## src/rtl/supply_params.svh

```systemverilog
// Constants for the supply protection and panel control block.
// Assumes inclusion from the testbench and the design file only.
`ifndef SUPPLY_PARAMS_SVH
`define SUPPLY_PARAMS_SVH
// Register byte offsets (APB, one word each)
`define OFS_CTRL        12'h000
`define OFS_STATUS      12'h004
`define OFS_VSET        12'h008
`define OFS_ISET        12'h00c
`define OFS_OVP         12'h010
`define OFS_UVL         12'h014
`define OFS_REMOTE      12'h018
`define OFS_SAVED       12'h01c
// Control register bits
`define CTRL_OUT_ON     0
`define CTRL_OCP_ARM    1
`define CTRL_AUTO       2
`define CTRL_PANEL_LOCK 3
`define CTRL_CLR        4
// Status register bits
`define ST_OV           0
`define ST_OC           1
`define ST_OT           2
`define ST_PF           3
// Margin in 1/256 steps: 13/256 is about 5 percent
`define MARGIN_NUM      13
`define MARGIN_SHIFT    8
// Reset values
`define OVP_RESET       16'hffff
`define UVL_RESET       16'h0000
// Timing figures
`define CLK_MHZ         250
`define HOLD_S          5
`define CYCLE_S         3
`define LONG_MS         1000
`define HOLD_CYC        (`HOLD_S * `CLK_MHZ * 1000000)
`define CYCLE_CYC       (`CYCLE_S * `CLK_MHZ * 1000000)
`define LONG_CYC        (`LONG_MS * `CLK_MHZ * 1000)
`endif

```

## src/rtl/supply_pkg.sv

```systemverilog
// Types shared by the supply protection and panel control block.
// Assumes the params header defines the constants.
package supply_pkg;
    typedef enum logic [3:0] {
        DISP_NORMAL, DISP_OFF, DISP_OVP_TRIP, DISP_OCP_TRIP,
        DISP_OTP_TRIP, DISP_OVP_LEVEL, DISP_UVL_LEVEL,
        DISP_LOCKED, DISP_UNLOCKED, DISP_SAFE, DISP_AUTO,
        DISP_LIMIT
    } disp_t;
    typedef struct packed {
        logic protection_setting_button;
        logic limit_button;
        logic overcurrent_button;
        logic out_on_button;
        logic fine_unused;
    } buttons_t;
    typedef struct packed {
        logic       volt_step;
        logic       volt_up;
        logic       curr_step;
        logic       curr_up;
    } knobs_t;
    typedef struct packed {
        logic ov_sense;
        logic cc_mode;
        logic ot_sense;
        logic ac_brief_loss;
        logic shutoff;
    } analog_t;
endpackage

```

## src/rtl/supply_protection_panel_control.sv

```systemverilog
// Protection, setting limits, panel lock and start-up control of a
// programmable DC supply with an APB register port.
// Assumes debounced panel inputs from another clock, async comparators.
//
// Function
// - Over-voltage trips output, code, blink, status
// - One protection press adjusts level, holds display
// - Over-voltage level floor five percent above setpoint
// - Output-on or power cycle clears over-voltage trip
// - Shut-off cycle clears over-voltage and over-current trips in auto-restart only
// - Under-voltage limit only blocks low programming
// - Two protection presses adjust under-voltage limit
// - Under-voltage cap five percent below, floor zero
// - Over-current button arms protection, lights indicator
// - Armed constant-current entry trips output
// - Button after trip disarms; output-on restores
// - Over-temperature trips output, code, blink, status
// - Safe-start latches over-temperature until output-on
// - Auto-restart over-temperature recovers when cleared
// - Brief mains loss sets power-fail, restart by mode
// - Held limit button cycles lock codes, release selects
// - Locked panel ignores knobs, over-current button and short output-on press
// - Locked panel still previews protection and settings
// - Panel and remote locks are independent
// - Output-on press toggles output; off drives zero
// - Held output-on cycles start modes every three seconds
// - Auto-restart saves and restores the listed settings
`timescale 1ns/100ps
`include "supply_params.svh"

module supply_protection_panel_control #(
    parameter int  VW        = 16,
    parameter int  STEP      = 16,
    parameter int  HOLD_CYC  = `HOLD_CYC,
    parameter int  CYCLE_CYC = `CYCLE_CYC,
    parameter int  LONG_CYC  = `LONG_CYC
) (
    // Clock and reset
    input  wire logic               pclk,
    input  wire logic               presetn,
    // APB slave
    input  wire logic               psel,
    input  wire logic               penable,
    input  wire logic               pwrite,
    input  wire logic [11:0]        paddr,
    input  wire logic [31:0]        pwdata,
    output logic      [31:0]        prdata,
    output logic                    pready,
    output logic                    pslverr,
    // Front panel
    input  wire supply_pkg::buttons_t buttons,
    input  wire supply_pkg::knobs_t   knobs,
    output supply_pkg::disp_t       display_code,
    output logic                    prot_blink,
    output logic                    ocp_led,
    output logic                    out_on_led,
    // Analog side
    input  wire supply_pkg::analog_t  analog,
    input  wire logic               power_up,
    output logic                    output_enable,
    output logic      [VW-1:0]      vprog,
    output logic      [VW-1:0]      iprog
);
    import supply_pkg::*;

    // ==========================================================
    // Input synchronisers
    // ==========================================================
    localparam int NS = 15;
    logic [NS-1:0] s1_reg, s2_reg, s3_reg;
    wire  [NS-1:0] raw = {buttons, knobs, analog, power_up};
    // Two stages; the third only feeds edge detection
    always_ff @(posedge pclk or negedge presetn)
    begin
        if (!presetn)
        begin
            s1_reg <= '0;
            s2_reg <= '0;
            s3_reg <= '0;
        end
        else
        begin
            s1_reg <= raw;
            s2_reg <= s1_reg;
            s3_reg <= s2_reg;
        end
    end
    buttons_t b, b_d;
    knobs_t   k, k_d;
    analog_t  a, a_d;
    logic     pwr_up, pwr_up_d;
    assign {b, k, a, pwr_up}       = s2_reg;
    assign {b_d, k_d, a_d, pwr_up_d} = s3_reg;

    // Press and release edges
    wire prot_press = b.protection_setting_button
                      && !b_d.protection_setting_button;
    wire lim_rel    = !b.limit_button && b_d.limit_button;
    wire ocp_press  = b.overcurrent_button && !b_d.overcurrent_button;
    wire on_rel     = !b.out_on_button && b_d.out_on_button;
    wire vstep      = k.volt_step && !k_d.volt_step;
    wire istep      = k.curr_step && !k_d.curr_step;
    wire cc_rise    = a.cc_mode && !a_d.cc_mode;
    wire so_off     = a.shutoff && !a_d.shutoff;
    wire so_on      = !a.shutoff && a_d.shutoff;
    wire pwr_rise   = pwr_up && !pwr_up_d;

    // ==========================================================
    // Margin arithmetic
    // ==========================================================
    function automatic logic [VW-1:0] margin(input logic [VW-1:0] v);
        logic [VW+7:0] p;
        p = {8'h00, v} * (VW+8)'(`MARGIN_NUM);
        margin = VW'(p >> `MARGIN_SHIFT);
    endfunction

    function automatic logic [VW-1:0] sat_add(input logic [VW-1:0] x,
                                             input logic [VW-1:0] y);
        logic [VW:0] s;
        s = {1'b0, x} + {1'b0, y};
        sat_add = s[VW] ? '1 : s[VW-1:0];
    endfunction

    // ==========================================================
    // State
    // ==========================================================
    typedef enum logic [2:0] {
        ADJ_NONE, ADJ_OVP, ADJ_UVL, ADJ_LIMIT, ADJ_LOCKMSG
    } adj_t;
    adj_t          adj_reg;
    logic [VW-1:0] vset_reg, iset_reg, ovp_reg, uvl_reg;
    logic          out_on_reg, ocp_arm_reg, auto_reg, lock_reg;
    logic          rlock_reg;
    logic [3:0]    status_reg;
    logic          ov_trip_reg, oc_trip_reg, ot_trip_reg;
    logic [31:0]   hold_cnt_reg, press_cnt_reg;
    logic          long_on_reg, long_lim_reg, cyc_sel_reg;
    logic [VW*4+4:0] saved_reg;

    wire panel_locked = lock_reg;
    wire any_trip     = ov_trip_reg | oc_trip_reg | ot_trip_reg;
    wire [VW-1:0] ovp_floor = sat_add(vset_reg, margin(vset_reg));
    wire [VW-1:0] uvl_cap = (vset_reg > margin(vset_reg))
                            ? vset_reg - margin(vset_reg) : '0;
    wire [VW-1:0] ovp_min = sat_add(vset_reg, margin(vset_reg));

    // APB decode
    wire wr = psel && penable && pwrite;
    wire rd_sel = psel && !penable;
    wire w_ctrl = wr && paddr == `OFS_CTRL;
    wire w_stat = wr && paddr == `OFS_STATUS;
    wire w_vset = wr && paddr == `OFS_VSET;
    wire w_iset = wr && paddr == `OFS_ISET;
    wire w_ovp  = wr && paddr == `OFS_OVP;
    wire w_uvl  = wr && paddr == `OFS_UVL;
    wire w_rem  = wr && paddr == `OFS_REMOTE;
    wire clr_cmd = w_ctrl && pwdata[`CTRL_CLR];
    wire on_short = on_rel && !long_on_reg && !panel_locked;

    // ==========================================================
    // Display adjust mode and hold timer
    // ==========================================================
    always_ff @(posedge pclk or negedge presetn)
    begin
        if (!presetn)
        begin
            adj_reg      <= ADJ_NONE;
            hold_cnt_reg <= '0;
        end
        else if (prot_press)
        begin
            adj_reg      <= (adj_reg == ADJ_OVP) ? ADJ_UVL : ADJ_OVP;
            hold_cnt_reg <= 32'(HOLD_CYC);
        end
        else if (lim_rel && !long_lim_reg)
        begin
            adj_reg      <= ADJ_LIMIT;
            hold_cnt_reg <= 32'(HOLD_CYC);
        end
        else if (panel_locked && (vstep || istep || ocp_press || on_rel))
        begin
            adj_reg      <= ADJ_LOCKMSG;
            hold_cnt_reg <= 32'(HOLD_CYC);
        end
        else if (vstep && adj_reg != ADJ_NONE)
            hold_cnt_reg <= 32'(HOLD_CYC);
        else if (hold_cnt_reg != 0)
        begin
            hold_cnt_reg <= hold_cnt_reg - 32'd1;
            if (hold_cnt_reg == 32'd1)
                adj_reg <= ADJ_NONE;
        end
    end

    // ==========================================================
    // Settings: knobs and APB; limits enforced
    // ==========================================================
    always_ff @(posedge pclk or negedge presetn)
    begin
        if (!presetn)
        begin
            vset_reg <= '0;
            iset_reg <= '0;
            ovp_reg  <= `OVP_RESET;
            uvl_reg  <= `UVL_RESET;
        end
        else if (pwr_rise && auto_reg)
            {vset_reg, iset_reg, ovp_reg, uvl_reg} <= saved_reg[VW*4+4:5];
        else if (pwr_rise)
        begin
            vset_reg <= '0;
            iset_reg <= '0;
            ovp_reg  <= `OVP_RESET;
            uvl_reg  <= `UVL_RESET;
        end
        else if (vstep && !panel_locked)
        begin
            case (adj_reg)
                ADJ_OVP:
                    if (k.volt_up)
                        ovp_reg <= sat_add(ovp_reg, VW'(STEP));
                    else if (ovp_reg >= ovp_min + VW'(STEP))
                        ovp_reg <= ovp_reg - VW'(STEP);
                ADJ_UVL:
                    if (k.volt_up)
                    begin
                        if (uvl_reg + VW'(STEP) <= uvl_cap)
                            uvl_reg <= uvl_reg + VW'(STEP);
                    end
                    else
                        uvl_reg <= (uvl_reg > VW'(STEP))
                                   ? uvl_reg - VW'(STEP) : '0;
                default:
                    if (k.volt_up)
                        vset_reg <= sat_add(vset_reg, VW'(STEP));
                    else if (vset_reg >= uvl_reg + VW'(STEP))
                        vset_reg <= vset_reg - VW'(STEP);
            endcase
        end
        else if (istep && !panel_locked)
            iset_reg <= k.curr_up ? sat_add(iset_reg, VW'(STEP))
                      : (iset_reg > VW'(STEP) ? iset_reg - VW'(STEP) : '0);
        else if (w_vset && pwdata[VW-1:0] >= uvl_reg)
            vset_reg <= pwdata[VW-1:0];
        else if (w_iset)
            iset_reg <= pwdata[VW-1:0];
        else if (w_ovp && pwdata[VW-1:0] >= ovp_floor)
            ovp_reg <= pwdata[VW-1:0];
        else if (w_uvl && pwdata[VW-1:0] <= uvl_cap)
            uvl_reg <= pwdata[VW-1:0];
    end

    // ==========================================================
    // Long-press timers for output-on and limit buttons
    // ==========================================================
    always_ff @(posedge pclk or negedge presetn)
    begin
        if (!presetn)
        begin
            press_cnt_reg <= '0;
            long_on_reg   <= 1'b0;
            long_lim_reg  <= 1'b0;
            cyc_sel_reg   <= 1'b0;
        end
        else if (!b.out_on_button && !b.limit_button)
        begin
            press_cnt_reg <= '0;
            long_on_reg   <= 1'b0;
            long_lim_reg  <= 1'b0;
        end
        else if (!long_on_reg && !long_lim_reg)
        begin
            press_cnt_reg <= press_cnt_reg + 32'd1;
            if (press_cnt_reg == 32'(LONG_CYC))
            begin
                press_cnt_reg <= '0;
                long_on_reg   <= b.out_on_button;
                long_lim_reg  <= b.limit_button;
                cyc_sel_reg   <= b.out_on_button ? auto_reg : !lock_reg;
            end
        end
        else if (press_cnt_reg == 32'(CYCLE_CYC) - 32'd1)
        begin
            press_cnt_reg <= '0;
            cyc_sel_reg   <= !cyc_sel_reg;
        end
        else
            press_cnt_reg <= press_cnt_reg + 32'd1;
    end

    // ==========================================================
    // Mode, lock and arming
    // ==========================================================
    always_ff @(posedge pclk or negedge presetn)
    begin
        if (!presetn)
        begin
            auto_reg    <= 1'b0;
            lock_reg    <= 1'b0;
            rlock_reg   <= 1'b0;
            ocp_arm_reg <= 1'b0;
        end
        else
        begin
            if (on_rel && long_on_reg)
                auto_reg <= cyc_sel_reg;
            else if (w_ctrl)
                auto_reg <= pwdata[`CTRL_AUTO];
            if (lim_rel && long_lim_reg)
                lock_reg <= !cyc_sel_reg;
            else if (pwr_rise)
                lock_reg <= auto_reg && saved_reg[2];
            if (w_rem)
                rlock_reg <= pwdata[0];
            if (ocp_press && !panel_locked)
                ocp_arm_reg <= !ocp_arm_reg;
            else if (pwr_rise)
                ocp_arm_reg <= auto_reg && saved_reg[3];
            else if (w_ctrl)
                ocp_arm_reg <= pwdata[`CTRL_OCP_ARM];
        end
    end

    // ==========================================================
    // Trips, output enable and status
    // ==========================================================
    always_ff @(posedge pclk or negedge presetn)
    begin
        if (!presetn)
        begin
            out_on_reg  <= 1'b0;
            ov_trip_reg <= 1'b0;
            oc_trip_reg <= 1'b0;
            ot_trip_reg <= 1'b0;
            status_reg  <= '0;
        end
        else
        begin
            // Clearing first; a live condition re-trips below
            if (on_short && any_trip || clr_cmd)
            begin
                ov_trip_reg <= 1'b0;
                oc_trip_reg <= 1'b0;
                ot_trip_reg <= 1'b0;
                out_on_reg  <= 1'b1;
            end
            else if (on_short)
                out_on_reg <= !out_on_reg;
            else if (so_on && auto_reg)
            begin
                ov_trip_reg <= 1'b0;
                oc_trip_reg <= 1'b0;
                out_on_reg  <= 1'b1;
            end
            else if (pwr_rise)
            begin
                ov_trip_reg <= 1'b0;
                oc_trip_reg <= 1'b0;
                out_on_reg  <= auto_reg && saved_reg[0];
            end
            else if (w_ctrl)
                out_on_reg <= pwdata[`CTRL_OUT_ON];
            if (so_off)
                out_on_reg <= 1'b0;
            if (ot_trip_reg && auto_reg && !a.ot_sense)
                ot_trip_reg <= 1'b0;
            if (a.ov_sense && out_on_reg)
            begin
                ov_trip_reg <= 1'b1;
                out_on_reg  <= 1'b0;
            end
            if (cc_rise && ocp_arm_reg && out_on_reg)
            begin
                oc_trip_reg <= 1'b1;
                out_on_reg  <= 1'b0;
            end
            if (a.ot_sense)
                ot_trip_reg <= 1'b1;
            // Set wins over a software clear of the same bit
            status_reg <= (w_stat ? status_reg & ~pwdata[3:0] : status_reg)
                | {a.ac_brief_loss, a.ot_sense,
                   cc_rise && ocp_arm_reg && out_on_reg,
                   a.ov_sense && out_on_reg};
        end
    end

    // Snapshot of restorable settings, taken when power_up falls
    always_ff @(posedge pclk or negedge presetn)
    begin
        if (!presetn)
            saved_reg <= '0;
        else if (!pwr_up && pwr_up_d)
            saved_reg <= {vset_reg, iset_reg, ovp_reg, uvl_reg,
                          auto_reg, ocp_arm_reg, lock_reg, 1'b0,
                          out_on_reg};
    end

    // ==========================================================
    // Outputs
    // ==========================================================
    wire live = out_on_reg && !any_trip;
    always_ff @(posedge pclk or negedge presetn)
    begin
        if (!presetn)
        begin
            output_enable <= 1'b0;
            vprog         <= '0;
            iprog         <= '0;
            display_code  <= DISP_OFF;
            prot_blink    <= 1'b0;
            ocp_led       <= 1'b0;
            out_on_led    <= 1'b0;
        end
        else
        begin
            output_enable <= live;
            vprog         <= live ? vset_reg : '0;
            iprog         <= live ? iset_reg : '0;
            prot_blink    <= any_trip;
            ocp_led       <= ocp_arm_reg;
            out_on_led    <= live;
            if (long_on_reg)
                display_code <= cyc_sel_reg ? DISP_AUTO : DISP_SAFE;
            else if (long_lim_reg)
                display_code <= cyc_sel_reg ? DISP_UNLOCKED : DISP_LOCKED;
            else if (adj_reg == ADJ_OVP)
                display_code <= DISP_OVP_LEVEL;
            else if (adj_reg == ADJ_UVL)
                display_code <= DISP_UVL_LEVEL;
            else if (adj_reg == ADJ_LOCKMSG)
                display_code <= DISP_LOCKED;
            else if (adj_reg == ADJ_LIMIT)
                display_code <= DISP_LIMIT;
            else if (ov_trip_reg)
                display_code <= DISP_OVP_TRIP;
            else if (oc_trip_reg && ocp_arm_reg)
                display_code <= DISP_OCP_TRIP;
            else if (ot_trip_reg)
                display_code <= DISP_OTP_TRIP;
            else
                display_code <= live ? DISP_NORMAL : DISP_OFF;
        end
    end

    // APB read data, registered in setup; zero wait states
    always_ff @(posedge pclk or negedge presetn)
    begin
        if (!presetn)
            prdata <= '0;
        else if (rd_sel)
            case (paddr)
                `OFS_CTRL:   prdata <= {28'h0000000, lock_reg, auto_reg,
                                        ocp_arm_reg, out_on_reg};
                `OFS_STATUS: prdata <= {28'h0000000, status_reg};
                `OFS_VSET:   prdata <= 32'(vset_reg);
                `OFS_ISET:   prdata <= 32'(iset_reg);
                `OFS_OVP:    prdata <= 32'(ovp_reg);
                `OFS_UVL:    prdata <= 32'(uvl_reg);
                `OFS_REMOTE: prdata <= {31'h00000000, rlock_reg};
                default:     prdata <= '0;
            endcase
    end
    assign pready  = 1'b1;
    assign pslverr = psel && penable && paddr > `OFS_REMOTE;
endmodule

```

## config.mk

```make
export PLATFORM = sky130hd
export DESIGN_NAME = supply_protection_panel_control
export DESIGN_NICKNAME = d
export VERILOG_FILES = /design/src/rtl/supply_pkg.sv /design/src/rtl/supply_protection_panel_control.sv
export VERILOG_INCLUDE_DIRS = /design/src /design/src/rtl
export SDC_FILE = /design/constraint.sdc
export NUM_CORES = 1
export LEC_CHECK = 0
export BUFFER_PORTS_ARGS = -buffer_cell sky130_fd_sc_hd__buf_2
export CORE_MARGIN = 1.5
export CORE_UTILIZATION = 37
export CTS_BUF_LIST = sky130_fd_sc_hd__clkbuf_16
export DETAILED_ROUTE_END_ITERATION = 12
export PLACE_DENSITY = 0.57
export SETUP_SLACK_MARGIN = 0.05
export SKIP_LAST_GASP = 1
export SYNTH_ARGS = -nofsm -noshare
export SYNTH_HDL_FRONTEND = slang
export SYNTH_SLANG_ARGS = --single-unit
```

## constraint.sdc

```tcl
create_clock -name pclk -period 11.6 [get_ports pclk]
set_clock_uncertainty 0.05 [all_clocks]
set_input_delay 1.74 -clock pclk [delete_from_list [all_inputs] [get_ports pclk]]
set_output_delay 1.74 -clock pclk [all_outputs]
set_load 0.03 [all_outputs]
```

==> flow_summary.toml <==
[timing]
period_share_pct = 81.51
fin_setup_tns_ns = 0
hold_viol = 0
setup-violations-final = 0
finalMaxSlewViolations = 0
worst_pin_slew_ns = 1.198
max_clock_freq_mhz = 105.8
final.setup.worst_slack_ns = 2.145
rsz0062_at_grt = "no"
fin_crit_ns = 9.455
relSlewSlack_pct = 20.14

[global_route]
track_usage_pct = 23.21
grt_pass1_wl_mm = 102.7
grt_overflow_total = 0
grt_pass1_vias = 17394
grt_max_degree = 109
antenna_found_initial = 1

[synth]
synth_cells = 2281
netlist_area_um2 = 20640
synth_flop_cell = "dfrtp_1"
synth.top_cell.area_share_pct = 34.91
yosysTopAreaCell = "dfrtp_1"
seq_area_frac_synth_pct = 37.08
synth_edf_count = 0
avgSynthCellArea_um2 = 9.050
synth_seq_cells = 305
synth.area.top_cells = "dfrtp_1 35%, ha_1 11%, nand2_1 4.2%, a21oi_1 3.5%, nor2_1 3.2%"
synth_warnings = 0
synth.distinct_cells = 88
synthArstFlopShare_pct = 100.0

[critical_path]
crit_arrival_ns = 9.87
crit_type = "flip-flop to flip-flop"
slowest_delay_ns = 0.89
cp_slowest_cell = "o311ai_0"
crit_fanout = 16
reg2reg_to = "ovp_reg[12]$_DFFE_PN1P_"
crit_top_cell = "ha_1"
cp.required_ns = 12.02
path_buf_inv = 2
cp-end-kind = "flip-flop"
reg2reg_slack_ns = 2.14
reg2reg_depth = 29
reg2reg_from = "vset_reg[4]$_DFFE_PN0P_"
cp_top_family = "compound AO/OA/AOI/OAI gates"
start_kind = "flip-flop"

[floorplanning]
die_area_um2 = 57220
io_pins = 138
std_cell_rows = 86
die_h_um = 239.2
die_w_um = 239.2
initial_core_util_pct = 37.47
core_um2 = 55090

[min_path]
hp-start = "s1_reg[9]$_DFF_PN0_"
holdPathStages = 0
hold_path_class = "flip-flop to flip-flop"
hold_path_end = "s2_reg[9]$_DFF_PN0_"

[finish]
instances_no_fill = 3107
fin_nets = 2594
postLayoutCoreUtil_pct = 41.76
mostFrequentLayoutCells = "288 x dfrtp_1, 231 x nand2_1, 186 x ha_1"
largest_reg_flops = 67
area_delta_synth_final_pct = 11.46
layout_commonest_cell = "dfrtp_1"
drive_above_1_share_pct = 10.98

[cts]
postCtsSetupBuffers = 0
tritoncts = "yes"
clkTransAtPathRegs_ns = 0.06
max-clock-path-buffers = 3
htree_levels = 2
clock-sinks = 305
numCtsBuffers = 36
insertion_delay_ns = 0.56
cts_hold_buf = 0
cts_root_buf = "clkbuf_16"
ctsResizeCount = 0

[run_status]
status = "finished clean"

[place]
post-dp-hpwl_mm = 47.59
port_buffers = 103
gp_congestion = 0.9479
dp_slack_ns = 2.277
place_inst = 3041

[detailed_routing]
num_vias = 17882
wirelength_mm = 66.32
routedWlPerCell_um = 21.35
firstDrtPassIters = 9
ant_nets = 0
via_per_inst = 5.755
drt-initial-drc-count = 1518
drc = 0

[job]
cap_viol_max_count = 0
[metal layers]
metal	vias to the layer above	track usage [%]	part of all wire, %
met5	-	0	0
met1	8863	31.61	45
met3	133	2.847	5.7
li1	8325	-	-
met4	0	10.13	4.6
met2	561	37.02	45
[cell type report]
type                    count  area, um2
repair buffers            124      683.2
well taps                 748      935.9
fillers                  5526      32090
multi-input cells        1749      12080
inverters                 115      431.7
diodes                      1      2.502
flip-flops and latches    305       7654
clock buffers              36      900.9
clock inverters            29      315.3
[cells by family (layout without fill, tap and decap cells)]
| family | after synthesis | in the layout | share of synthesized area [%] |
|---|---|---|---|
| simple gates | 760 | 760 | 18.07 |
| xor+xnor | 115 | 115 | 4.879 |
| mux | 83 | 83 | 4.261 |
| flops | 305 | 305 | 37.08 |
| other cells | 2 | 18 | 0.03638 |
| fa+ha+maj | 199 | 199 | 12.53 |
| buf+inv | 242 | 304 | 4.740 |
| compound gates | 575 | 575 | 18.40 |
[worst reg2reg max path, delay by kind of cell (launching register included)]
family	cells	cell delay (ns)
compound gates	13	4.19
xor+xnor	2	0.43
fa+ha+maj	5	1.86
buf+inv	2	0.30
flops	1	0.78
mux	1	0.38
simple gates	6	1.40
[per-stage QoR]
| stage | area [um2] | hold WS [ns] |
|---|---|---|
| 2_1_floorplan | 20700 | 0.2812 |
| 3_3_place_gp | 21790 | 0.2871 |
| 3_5_place_dp | 21790 | 0.2855 |
| 4_1_cts | 23000 | 0.2823 |
| 5_1_grt | 23000 | 0.2840 |
| 6_report | 23010 | 0.2872 |
[synthesized netlist by cell type, drive strengths merged, types with 7 or more instances]
library cell / number
nor3: 49
a22oi: 11
a222oi: 13
o221ai: 13
dfstp: 17
or4: 16
dfrtp: 288
a21oi: 147
clkbuf: 101
o31ai: 9
a21o: 52
buf: 26
nand3: 54
nand4: 34
a211oi: 24
fa: 13
a221oi: 15
o41ai: 7
xor2: 51
or3: 28
o21a: 12
xnor2: 64
and3: 54
ha: 186
o22a: 10
nor2: 174
a31oi: 38
nor4: 25
nor2b: 22
mux2i: 44
o22ai: 12
o21bai: 10
o211ai: 15
mux2: 39
inv: 114
nand2b: 26
nor3b: 9
nand2: 231
or2: 8
and2: 8
o21ai: 132
[how the worst max path moves through the flow]
| stage | slack (ns) | start | depth (start not counted) | endpoint |
|---|---|---|---|---|
| finish | 2.14 | vset_reg[4]$_DFFE_PN0P_ | 29 | ovp_reg[12]$_DFFE_PN1P_ |
| global placement | 2.39 | vset_reg[4]$_DFFE_PN0P_ | 29 | ovp_reg[14]$_DFFE_PN1P_ |
| global route | 1.66 | vset_reg[4]$_DFFE_PN0P_ | 29 | ovp_reg[7]$_DFFE_PN1P_ |
| floorplan | 3.91 | vset_reg[2]$_DFFE_PN0P_ | 32 | ovp_reg[11]$_DFFE_PN1P_ |
| detailed placement | 2.28 | vset_reg[4]$_DFFE_PN0P_ | 29 | ovp_reg[14]$_DFFE_PN1P_ |
| CTS | 2.25 | vset_reg[4]$_DFFE_PN0P_ | 29 | ovp_reg[14]$_DFFE_PN1P_ |
Power is left out: the tool's default activity adds up to more than one toggle a clock period on the data nets, which glitch-free logic cannot reach.
